### src/inc/dmba_regs.vh
`ifndef DMBA_REGS_VH
`define DMBA_REGS_VH

// register map, byte addresses
`define DMBA_OFS_CTRL 4'h0
`define DMBA_OFS_STATUS 4'h4
`define DMBA_OFS_LAST 4'h8

// control register fields
`define DMBA_CTRL_BEF 0
`define DMBA_CTRL_BSEL_LO 4
`define DMBA_CTRL_STK_BANK 8
`define DMBA_CTRL_CLR_STICKY 9

// reset values
`define DMBA_RST_BEF 1'h0
`define DMBA_RST_BSEL 4'h0
`define DMBA_RST_STK_BANK 1'h0

// banks and decode windows
`define DMBA_BANK_LOW 4'h0
`define DMBA_BANK_HIGH 4'hF
`define DMBA_RAM_LAST 12'h0FF
`define DMBA_PERIPH_FIRST 12'hF80
`define DMBA_FMEM_INTR 4'hB
`define DMBA_FMEM_PORT 4'hF

// addressing modes
`define DMBA_MODE_DIR1 4'h0
`define DMBA_MODE_DIR4 4'h1
`define DMBA_MODE_DIR8 4'h2
`define DMBA_MODE_MAIN 4'h3
`define DMBA_MODE_MAIN_INC 4'h4
`define DMBA_MODE_MAIN_DEC 4'h5
`define DMBA_MODE_ALT 4'h6
`define DMBA_MODE_MIXED 4'h7
`define DMBA_MODE_MAIN8 4'h8
`define DMBA_MODE_FMEM 4'h9
`define DMBA_MODE_PMEM 4'hA
`define DMBA_MODE_HMEM 4'hB
`define DMBA_MODE_STACK 4'hC

// instruction classes
`define DMBA_OP_MOVE 4'h0
`define DMBA_OP_EXCH 4'h1
`define DMBA_OP_INC_SKIP 4'h2
`define DMBA_OP_IN 4'h3
`define DMBA_OP_OUT 4'h4
`define DMBA_OP_SET 4'h5
`define DMBA_OP_CLR 4'h6
`define DMBA_OP_SKIP_TRUE 4'h7
`define DMBA_OP_SKIP_FALSE 4'h8
`define DMBA_OP_OTHER 4'h9

`endif

### src/rtl/dmba_addr_gen.v
// The address map and the plain strobed port were chosen for this implementation.
`timescale 1ns/1ps
`include "dmba_regs.vh"

module dmba_addr_gen #(
  parameter SAVE_DEPTH = 8,
  parameter SAVE_AW = 3
) (
  sys_clk,
  rst,
  reg_addr,
  reg_wdata,
  reg_wr,
  reg_rd,
  reg_rdata,
  req_valid,
  req_mode,
  req_class,
  operand,
  bit_idx,
  ptr_h,
  ptr_l,
  ptr_d,
  ptr_e,
  stack_ptr,
  bank_enable_set,
  bank_enable_clr,
  bank_sel_wr,
  bank_sel_val,
  call_enter,
  call_return,
  intr_enter,
  intr_vector_bef,
  intr_return,
  mem_addr_q,
  bit_sel_q,
  addr_valid_q,
  pair_access_q,
  ram_sel_q,
  periph_sel_q,
  mode_err_q,
  ptr_l_wr_q,
  ptr_l_next_q,
  bank_enable_flag_q,
  bank_select_reg_q
);
  input wire sys_clk;
  input wire rst;
  input wire [3:0] reg_addr;
  input wire [31:0] reg_wdata;
  input wire reg_wr;
  input wire reg_rd;
  output reg [31:0] reg_rdata;
  input wire req_valid;
  input wire [3:0] req_mode;
  input wire [3:0] req_class;
  input wire [7:0] operand;
  input wire [1:0] bit_idx;
  input wire [3:0] ptr_h;
  input wire [3:0] ptr_l;
  input wire [3:0] ptr_d;
  input wire [3:0] ptr_e;
  input wire [7:0] stack_ptr;
  input wire bank_enable_set;
  input wire bank_enable_clr;
  input wire bank_sel_wr;
  input wire [3:0] bank_sel_val;
  input wire call_enter;
  input wire call_return;
  input wire intr_enter;
  input wire intr_vector_bef;
  input wire intr_return;
  output reg [11:0] mem_addr_q;
  output reg [1:0] bit_sel_q;
  output reg addr_valid_q;
  output reg pair_access_q;
  output reg ram_sel_q;
  output reg periph_sel_q;
  output reg mode_err_q;
  output reg ptr_l_wr_q;
  output reg [3:0] ptr_l_next_q;
  output reg bank_enable_flag_q;
  output reg [3:0] bank_select_reg_q;

  reg stack_bank_select_q;
  reg [SAVE_DEPTH-1:0] save_stack_q;
  reg [SAVE_AW:0] save_cnt_q;
  reg save_ovf_q;
  reg save_unf_q;
  reg err_seen_q;

  // bank resolution
  reg [3:0] bank_direct;
  reg [3:0] bank_and;
  reg [11:0] addr_d;
  reg [1:0] bit_d;
  reg pair_d;
  reg err_d;
  reg ptr_wr_d;
  reg [3:0] ptr_next_d;
  reg bef_d;
  reg bef_pop;
  wire ctrl_wr;
  wire bsel_ok;
  wire sw_bsel_ok;
  wire save_full;
  wire save_empty;
  wire [3:0] sw_bsel;
  wire status_wr;
  wire sticky_clr;
  wire addr_in_ram;
  wire addr_in_periph;
  wire [3:0] save_depth;
  wire [31:0] ctrl_word;
  wire [31:0] status_word;
  // slot count at which every save slot is taken
  localparam [SAVE_AW:0] SAVE_FULL_CNT = SAVE_DEPTH[SAVE_AW:0];

  assign ctrl_wr = reg_wr && (reg_addr == `DMBA_OFS_CTRL);
  assign sw_bsel = reg_wdata[`DMBA_CTRL_BSEL_LO+3:`DMBA_CTRL_BSEL_LO];
  // any other bank value is dropped, the register keeps its old contents
  assign bsel_ok = (bank_sel_val == `DMBA_BANK_LOW) ||
                   (bank_sel_val == `DMBA_BANK_HIGH);
  assign sw_bsel_ok = (sw_bsel == `DMBA_BANK_LOW) ||
                      (sw_bsel == `DMBA_BANK_HIGH);
  assign save_full = (save_cnt_q == SAVE_FULL_CNT);
  assign save_empty = (save_cnt_q == {(SAVE_AW+1){1'b0}});
  assign status_wr = reg_wr && (reg_addr == `DMBA_OFS_STATUS);
  // overflow and underflow are cleared together by one control write
  assign sticky_clr = ctrl_wr && reg_wdata[`DMBA_CTRL_CLR_STICKY];
  assign addr_in_ram = (addr_d <= `DMBA_RAM_LAST);
  assign addr_in_periph = (addr_d >= `DMBA_PERIPH_FIRST);
  // the status field is four bits wide, enough for the default depth
  assign save_depth = save_cnt_q[3:0];
  assign ctrl_word = {23'h0, stack_bank_select_q, bank_select_reg_q,
                      3'h0, bank_enable_flag_q};
  assign status_word = {20'h0, save_depth, 5'h0, save_unf_q, save_ovf_q,
                        err_seen_q};

  always @* begin
    if (bank_enable_flag_q) begin
      bank_direct = bank_select_reg_q;
    end else if (operand[7]) begin
      bank_direct = `DMBA_BANK_HIGH;
    end else begin
      bank_direct = `DMBA_BANK_LOW;
    end
    bank_and = bank_select_reg_q & {4{bank_enable_flag_q}};
  end

  // address formation, purely on present values
  always @* begin
    addr_d = {bank_direct, operand};
    bit_d = bit_idx;
    pair_d = 1'b0;
    err_d = 1'b0;
    ptr_wr_d = 1'b0;
    ptr_next_d = ptr_l;
    case (req_mode)
      `DMBA_MODE_DIR1: begin
        err_d = !((req_class == `DMBA_OP_SET) ||
                  (req_class == `DMBA_OP_CLR) ||
                  (req_class == `DMBA_OP_SKIP_TRUE) ||
                  (req_class == `DMBA_OP_SKIP_FALSE));
      end
      `DMBA_MODE_DIR4: begin
        err_d = !((req_class == `DMBA_OP_MOVE) ||
                  (req_class == `DMBA_OP_EXCH) ||
                  (req_class == `DMBA_OP_INC_SKIP) ||
                  (req_class == `DMBA_OP_IN) ||
                  (req_class == `DMBA_OP_OUT));
      end
      `DMBA_MODE_DIR8: begin
        addr_d = {bank_direct, operand[7:1], 1'b0};
        pair_d = 1'b1;
        err_d = operand[0] ||
                !((req_class == `DMBA_OP_MOVE) ||
                  (req_class == `DMBA_OP_EXCH) ||
                  (req_class == `DMBA_OP_IN) ||
                  (req_class == `DMBA_OP_OUT));
      end
      `DMBA_MODE_MAIN: begin
        addr_d = {bank_and, ptr_h, ptr_l};
      end
      `DMBA_MODE_MAIN_INC: begin
        addr_d = {bank_and, ptr_h, ptr_l};
        ptr_wr_d = 1'b1;
        ptr_next_d = ptr_l + 4'h1;
      end
      `DMBA_MODE_MAIN_DEC: begin
        addr_d = {bank_and, ptr_h, ptr_l};
        ptr_wr_d = 1'b1;
        ptr_next_d = ptr_l - 4'h1;
      end
      `DMBA_MODE_ALT: begin
        addr_d = {`DMBA_BANK_LOW, ptr_d, ptr_e};
      end
      `DMBA_MODE_MIXED: begin
        addr_d = {`DMBA_BANK_LOW, ptr_d, ptr_l};
      end
      `DMBA_MODE_MAIN8: begin
        // bit 0 of the low nibble is forced clear to pick the even word
        addr_d = {bank_and, ptr_h, ptr_l[3:1], 1'b0};
        pair_d = 1'b1;
      end
      `DMBA_MODE_FMEM: begin
        addr_d = {`DMBA_BANK_HIGH, operand};
        err_d = !((operand[7:4] == `DMBA_FMEM_INTR) ||
                  (operand[7:4] == `DMBA_FMEM_PORT));
      end
      `DMBA_MODE_PMEM: begin
        addr_d = {`DMBA_BANK_HIGH, operand[7:2], ptr_l[3:2]};
        bit_d = ptr_l[1:0];
        err_d = (operand[7:6] != 2'h3);
      end
      `DMBA_MODE_HMEM: begin
        addr_d = {bank_and, ptr_h, operand[3:0]};
      end
      `DMBA_MODE_STACK: begin
        // only the two lowest banks can hold the stack
        addr_d = {3'h0, stack_bank_select_q, stack_ptr};
      end
      default: begin
        err_d = 1'b1;
      end
    endcase
  end

  // access outputs, presented in the cycle after the request
  always @(posedge sys_clk) begin
    if (rst) begin
      mem_addr_q <= 12'h000;
      bit_sel_q <= 2'h0;
      addr_valid_q <= 1'b0;
      pair_access_q <= 1'b0;
      ram_sel_q <= 1'b0;
      periph_sel_q <= 1'b0;
      mode_err_q <= 1'b0;
      ptr_l_wr_q <= 1'b0;
      ptr_l_next_q <= 4'h0;
    end else begin
      addr_valid_q <= req_valid;
      mode_err_q <= req_valid && err_d;
      // pointer update only once the access itself is issued
      ptr_l_wr_q <= req_valid && ptr_wr_d && !err_d;
      if (req_valid) begin
        mem_addr_q <= addr_d;
        bit_sel_q <= bit_d;
        pair_access_q <= pair_d;
        ptr_l_next_q <= ptr_next_d;
        ram_sel_q <= addr_in_ram;
        periph_sel_q <= addr_in_periph;
      end else begin
        // selects stand only in the cycle of a valid access
        ram_sel_q <= 1'b0;
        periph_sel_q <= 1'b0;
      end
    end
  end

  // flag save stack: top of stack is the highest occupied slot
  always @* begin
    bef_pop = 1'b0;
    if (!save_empty) begin
      bef_pop = save_stack_q[save_cnt_q[SAVE_AW-1:0] - 1'b1];
    end
  end

  always @* begin
    bef_d = bank_enable_flag_q;
    if (intr_enter) begin
      // the handler's own flag must be in place for its first access
      bef_d = intr_vector_bef;
    end else if (call_enter) begin
      bef_d = bank_enable_flag_q;
    end else if (call_return || intr_return) begin
      // a return with nothing saved keeps the flag and flags underflow
      bef_d = save_empty ? bank_enable_flag_q : bef_pop;
    end else if (bank_enable_set) begin
      bef_d = 1'b1;
    end else if (bank_enable_clr) begin
      bef_d = 1'b0;
    end else if (ctrl_wr) begin
      // software loses to any decoder event in the same cycle
      bef_d = reg_wdata[`DMBA_CTRL_BEF];
    end
  end

  always @(posedge sys_clk) begin
    if (rst) begin
      bank_enable_flag_q <= `DMBA_RST_BEF;
      save_stack_q <= {SAVE_DEPTH{1'b0}};
      save_cnt_q <= {(SAVE_AW+1){1'b0}};
      save_ovf_q <= 1'b0;
      save_unf_q <= 1'b0;
    end else begin
      bank_enable_flag_q <= bef_d;
      if (intr_enter || call_enter) begin
        // a push into a full stack is dropped and flags overflow
        if (save_full) begin
          save_ovf_q <= 1'b1;
        end else begin
          save_stack_q[save_cnt_q[SAVE_AW-1:0]] <= bank_enable_flag_q;
          save_cnt_q <= save_cnt_q + 1'b1;
        end
      end else if (call_return || intr_return) begin
        if (save_empty) begin
          save_unf_q <= 1'b1;
        end else begin
          save_cnt_q <= save_cnt_q - 1'b1;
        end
      end else if (ctrl_wr) begin
        if (sticky_clr) begin
          save_ovf_q <= 1'b0;
          save_unf_q <= 1'b0;
        end
      end
    end
  end

  // bank select is not saved by hardware; software pushes it
  always @(posedge sys_clk) begin
    if (rst) begin
      bank_select_reg_q <= `DMBA_RST_BSEL;
      stack_bank_select_q <= `DMBA_RST_STK_BANK;
    end else begin
      if (bank_sel_wr) begin
        if (bsel_ok) begin
          bank_select_reg_q <= bank_sel_val;
        end
      end else if (ctrl_wr && sw_bsel_ok) begin
        bank_select_reg_q <= sw_bsel;
      end
      if (ctrl_wr) begin
        stack_bank_select_q <= reg_wdata[`DMBA_CTRL_STK_BANK];
      end
    end
  end

  // sticky error, set wins over a clearing write in the same cycle
  always @(posedge sys_clk) begin
    if (rst) begin
      err_seen_q <= 1'b0;
    end else if (req_valid && err_d) begin
      err_seen_q <= 1'b1;
    end else if (status_wr && reg_wdata[0]) begin
      err_seen_q <= 1'b0;
    end
  end

  always @(posedge sys_clk) begin
    if (rst) begin
      reg_rdata <= 32'h00000000;
    end else if (reg_rd) begin
      // read data stands one cycle only and is zero otherwise
      case (reg_addr)
        `DMBA_OFS_CTRL: begin
          reg_rdata <= ctrl_word;
        end
        `DMBA_OFS_STATUS: begin
          reg_rdata <= status_word;
        end
        `DMBA_OFS_LAST: begin
          reg_rdata <= {20'h0, mem_addr_q};
        end
        default: begin
          reg_rdata <= 32'h00000000;
        end
      endcase
    end else begin
      reg_rdata <= 32'h00000000;
    end
  end

endmodule // dmba_addr_gen

### config.mk
export PLATFORM = sky130hd
export DESIGN_NAME = dmba_addr_gen
export DESIGN_NICKNAME = d
export VERILOG_FILES = /design/src/rtl/dmba_addr_gen.v
export VERILOG_INCLUDE_DIRS = /design/src /design/src/inc
export SDC_FILE = /design/constraint.sdc
export NUM_CORES = 1
export LEC_CHECK = 0
export ABC_CLOCK_PERIOD_IN_PS = 7700
export BUFFER_PORTS_ARGS = -buffer_cell sky130_fd_sc_hd__clkbuf_2
export CORE_ASPECT_RATIO = 1.75
export CORE_MARGIN = 4
export CORE_UTILIZATION = 25
export CTS_CLUSTER_DIAMETER = 80
export DETAILED_ROUTE_END_ITERATION = 10
export PLACE_DENSITY_LB_ADDON = 0.08
export REMOVE_ABC_BUFFERS = 1
export SLEW_MARGIN = 20
export SYNTH_ARGS = -nofsm -noshare
export SYNTH_HDL_FRONTEND = slang
export SYNTH_SLANG_ARGS = --single-unit
### constraint.sdc
create_clock -name sys_clk -period 7.7 [get_ports sys_clk]
set_input_delay 2.31 -clock sys_clk [delete_from_list [all_inputs] [get_ports sys_clk]]
set_output_delay 2.31 -clock sys_clk [all_outputs]
set_load 0.02 [all_outputs]
Word-level counts from Yosys, hierarchy flattened

Cells that the tools add are included.

Register bits after elaboration: 77
Input port bits: 95
Output and inout bits: 61
Logic and storage cells: 161

$add $sub $neg: 5
$lt $le $gt $ge: 5
Equality and inequality tests: 36
Multiplexer cells: 37
Bitwise logic cells: 5
Reduce and logical (&&, ||, !) cells: 55

Operators by type and width:

| kind                   | number |
|---|---|
| $pmux W12 S9           | 1 |
| $eq A4 B4 Y1 const B   | 12 |
| $eq A4 B3 Y1 const B   | 9 |
| $mux W4                | 9 |
| $pmux W12 S3           | 1 |
| $logic_not A4 Y1       | 6 |
| $mux W1                | 20 |
| $eq A4 B2 Y1 const B   | 4 |
| $logic_or A1 B1 Y1     | 15 |
| $reduce_bool A2 Y1     | 7 |
| $ge A12 B12 Y1 const B | 1 |
| $le A12 B8 Y1 const B  | 1 |
| $ne A2 B2 Y1 const B   | 5 |
| $logic_and A1 B1 Y1    | 9 |
| $add A4 B1 Y4 const B  | 2 |
| $bwmux W8              | 1 |
| $eq A4 B1 Y1 const B   | 2 |
| $lt A3 B4 Y1 const B   | 2 |
| $pmux W4 S2            | 1 |
| $reduce_and A4 Y1      | 2 |
| $reduce_or A2 Y1       | 4 |
| $reduce_or A8 Y1       | 1 |
| $sub A4 B1 Y4 const B  | 2 |
| $ne A2 B1 Y1 const B   | 3 |
| 14 further kinds       | 23 |

Longest topological paths before layout

Depth in word-level cells: 9
Depth in mapped cells: 12
Mapped depth without buffers: 11

Worst setup path before layout

No wires, ideal clock.

Kind: input port to flip-flop
Start point: input port req_mode[2]
End point: register ptr_l_next_q[3]
Library setup time: 0.136 ns
Data arrival time: 3.941 ns
Data required time: 7.564 ns
Setup slack: 3.623 ns
Stages: 12
Path buffers: 1
Path through: buf_4 -> and2b_1 -> inv_1 -> nor2_1 -> nand2_1 -> inv_1 -> ha_1 -> a21oi_1 -> a211oi_2 -> a31oi_1 -> xor2_1 -> a211oi_2

Longest elaborated chain between the ends: 2
Elaborated cells on any way between the ends: 3
Those cells by class: eq/ne (2); mux (1)

RTL lines:

| element                | RTL line            | source |
|---|---|---|
| start: declaration     | dmba_addr_gen.v:55  | `input wire [3:0] req_mode;` |
| $eq A4 B3 Y1           | dmba_addr_gen.v:159 | `case (req_mode)` |
| $pmux W4 S2 *          | dmba_addr_gen.v:159 |  |
| end signal: assignment | dmba_addr_gen.v:250 | `ptr_l_next_q <= ptr_next_d;` |
| end: declaration       | dmba_addr_gen.v:81  | `output reg [3:0] ptr_l_next_q;` |

Every way passes the cells marked *; elsewhere a longest branch is shown, timed or not.
A chain may end at the register's enable or synchronous reset.

Worst setup path after layout

Start point: input port req_mode[1]
End point: register ptr_l_next_q[3]

The elaborated chain is that of the path after synthesis.

==> run_results.csv <==
group,metric,value,unit
run,drv_cap,0,
logic_synthesis,avgSynthCellArea,8.16,µm²
setup_path,endpoint_kind,"flop",
grt,grt_pass1_wl,19600,µm
sta,fmaxAchievable,0.222,GHz
setup_path,rr_worst_depth,6,
setup_path,crit_start,"req_mode[1]",
floorplan,die-height,167,µm
setup_path,timing.critical_path.from_type,"input pin",
floorplan,die_x,98.6,µm
setup_path,crit_type,"in -> reg",
sta,hold_viol,0,
logic_synthesis,synth_top_cell_area_share,31.8,%
logic_synthesis,synth_edf_count,0,
clock_network,cts_buffer_depth,2,
sta,finalSetupTns,0,ns
logic_synthesis,synth_seq_cells,57,
power_and_ir_drop,max-vdd-ir-drop,0.0976,mV
finish,drive_gt1_share,27.2,%
floorplan,dieArea,16400,µm²
power_and_ir_drop,power_density,237,nW/µm²
sta,finalSetupViolations,0,
sta,relSlewSlack,45.2,%
clock_network,cts_made_buffers,9,
sta,min_period,4.50,ns
placement,port-buffer-count,110,
finish,layoutNonFillerInstCount,718,
floorplan,core_area,14000,µm²
placement,gp_congestion,0.786,
drt,vias,3446,
drt,drt_wl_total,12200,µm
clock_network,cts_hold_buf,0,
logic_synthesis,netlist_area,3590,µm²
drt,drtIter0Drc,94,
grt,antenna_found_initial,0,
clock_network,cts_root_buf,"clkbuf_16",
logic_synthesis,yosysUniqueCellTypes,72,
finish,syn2layout_area_growth,25.7,%
setup_path,r2r-start,"save_cnt_q[1]",
clock_network,tritoncts,"done",
logic_synthesis,synth.area.top_cells,"dfxtp_1 32%, nor2_1 6.7%, mux2i_1 5.9%",
placement,dp.cells,702,
power_and_ir_drop,p_leak,1.93,nW
drt,drc,0,
sta,tightestPinTransition,0.821,ns
sta,worst_hold_slack,0.450,ns
clock_network,clk_pin_slew_worst_paths,0.06,ns
finish,mostFrequentLayoutCells,"110 x clkbuf_2, 64 x nor2_1, 57 x dfxtp_1, 31 x nand2_1, 27 x o21ai_0",
sta,final.period_utilization,58.5,%
drt,wl_per_cell,16.9,µm
grt,grt_start_max_net_pins,36,
grt,overflow,0,
drt,vias_per_cell,4.80,
finish,finalNetCount,639,
logic_synthesis,yosysWarningCount,0,
placement,dp_hpwl,9580,µm
sta,slew_violations,0,
setup_path,arrival,4.68,ns
clock_network,clk_latency,0.33,ns
logic_synthesis,syn_inst,440,
floorplan,start_util,25.7,%
setup_path,setup.worst_path.end,"ptr_l_next_q[3]",
drt,drt-pass1-iter-count,5,
sta,rsz0062_at_grt,"false",
floorplan,ios,156,
clock_network,cts_sinks,57,
setup_path,reg2reg_to,"bank_enable_flag_q",
finish,fillers,1565,
drt,ant_nets,0,
finish,multi_input_area,2180,µm²
clock_network,post_cts_buffers,0,
setup_path,crit_required,7.88,ns
finish,seq_area,1140,µm²
clock_network,htreeDepth,3,
logic_synthesis,synth_top_area_cell,"dfxtp_1",
clock_network,ctsResizeCount,0,
sta,finClkSkew,0.00336,ns
logic_synthesis,yosys_most_used_dff,"dfxtp_1",
floorplan,fp-row-count,57,
setup_path,crit_fanout,33,
logic_synthesis,synthArstFlopShare,0,%
run_status,status,"completed",
finish,n_antenna_cell,0,
grt,grt_pass1_vias,3675,
setup_path,r2r_slack,5.43,ns
logic_synthesis,ys_seq_area_share,31.8,%
finish,final_common_cell,"clkbuf_2",
worst_hold_path,hold_class,"reg -> reg",
grt,grt.total_usage,15.0,%
## stage by stage
| step | instance area (µm²) | total power [mW] | util [%] | worst slack (ns) |
|---|---|---|---|---|
| 2_1_floorplan | 3380 | 0.514 | - | 3.70 |
| 3_3_place_gp | 4170 | 0.608 | 29.8 | 2.87 |
| 3_5_place_dp | 4170 | 0.610 | 29.8 | 2.85 |
| 4_1_cts | 4520 | 1.09 | 32.3 | 3.20 |
| 5_1_grt | 4520 | 1.13 | 32.3 | 2.90 |
| 6_report | 4520 | 1.07 | 32.3 | 3.20 |
## critical path, stage by stage
cell      delay [ns]
clkbuf_2        0.39
and2b_1         0.40
inv_1           0.07
nor2_1          0.17
nand2_1         0.12
inv_1           0.14
ha_1            0.27
a21oi_1         0.23
a211oi_2        0.10
a31oi_1         0.19
xor2_1          0.19
a211oi_2        0.08
## cell families (layout without fill, tap and decap cells)
kind of cell / after synthesis / after routing / synth area share [%]
DFF: 57 / 57 / 31.8
other: 1 / 20 / 0.104
muxes: 25 / 25 / 7.73
buffers and inverters: 64 / 146 / 9.65
adders and majority gates: 9 / 9 / 3.48
AOI/OAI and AO/OA: 106 / 106 / 21.0
and+or+nand+nor: 169 / 169 / 24.1
xor gates and xnor gates: 9 / 9 / 2.19
## state kept, by name, summed over array words and instances, names as in the netlist, 2 cells and up
signal and cells:
bank_select_reg_q 4, bit_sel_q 2, save_stack_q 8, save_cnt_q 4, mem_addr_q 12, ptr_l_next_q 4, reg_rdata 12
## area by class of cell
cell class	count	share of cell area [%]
tap	177	4.90
clock buffer	11	5.37
inverter	18	1.50
sequential	57	25.3
clock inverter	5	2.27
multi-input combinational	338	48.2
timing repair buffer	112	12.5
## report_power, final
| part | leakage [nW] | internal [mW] | total (mW) | switching, mW |
|---|---|---|---|---|
| Combinational | 1.30 | 0.103 | 0.248 | 0.145 |
| Sequential | 0.466 | 0.318 | 0.352 | 0.0343 |
| Clock | 0.166 | 0.324 | 0.469 | 0.144 |
| Total | 1.93 | 0.745 | 1.07 | 0.324 |
## synth_stat cells (5+ instances only)
cell type,n
a311oi_1,6
a221oi_1,5
o21ai_0,27
dfxtp_1,57
a22oi_1,14
ha_1,6
nor3_1,16
nand3_1,12
mux2i_1,21
a21oi_1,21
nand3b_1,6
buf_2,6
xnor2_1,6
inv_1,17
clkbuf_1,13
a211oi_1,6
nor2_1,64
nand2_1,31
buf_4,24
## per-layer routing
metal,vias up,global-route usage (%),part of all wire [%]
met3,12,2.89,3.8
met1,1612,16.6,39
met4,0,4.58,1.6
met2,87,28.4,56
met5,-,0,0
li1,1735,-,-
## worst min-delay path by stage
stage          cells after the start     startpoint  slack (ns)           end
2_1_floorplan                      2     err_seen_q        0.43    err_seen_q
3_3_place_gp                       2     err_seen_q        0.44    err_seen_q
3_5_place_dp                       2  mem_addr_q[3]        0.45  reg_rdata[3]
4_1_cts                            2  mem_addr_q[3]        0.45  reg_rdata[3]
5_1_grt                            2  mem_addr_q[3]        0.48  reg_rdata[3]
6_report                           2  mem_addr_q[3]        0.45  reg_rdata[3]
Note: power is estimated with default switching activity, not from simulation.
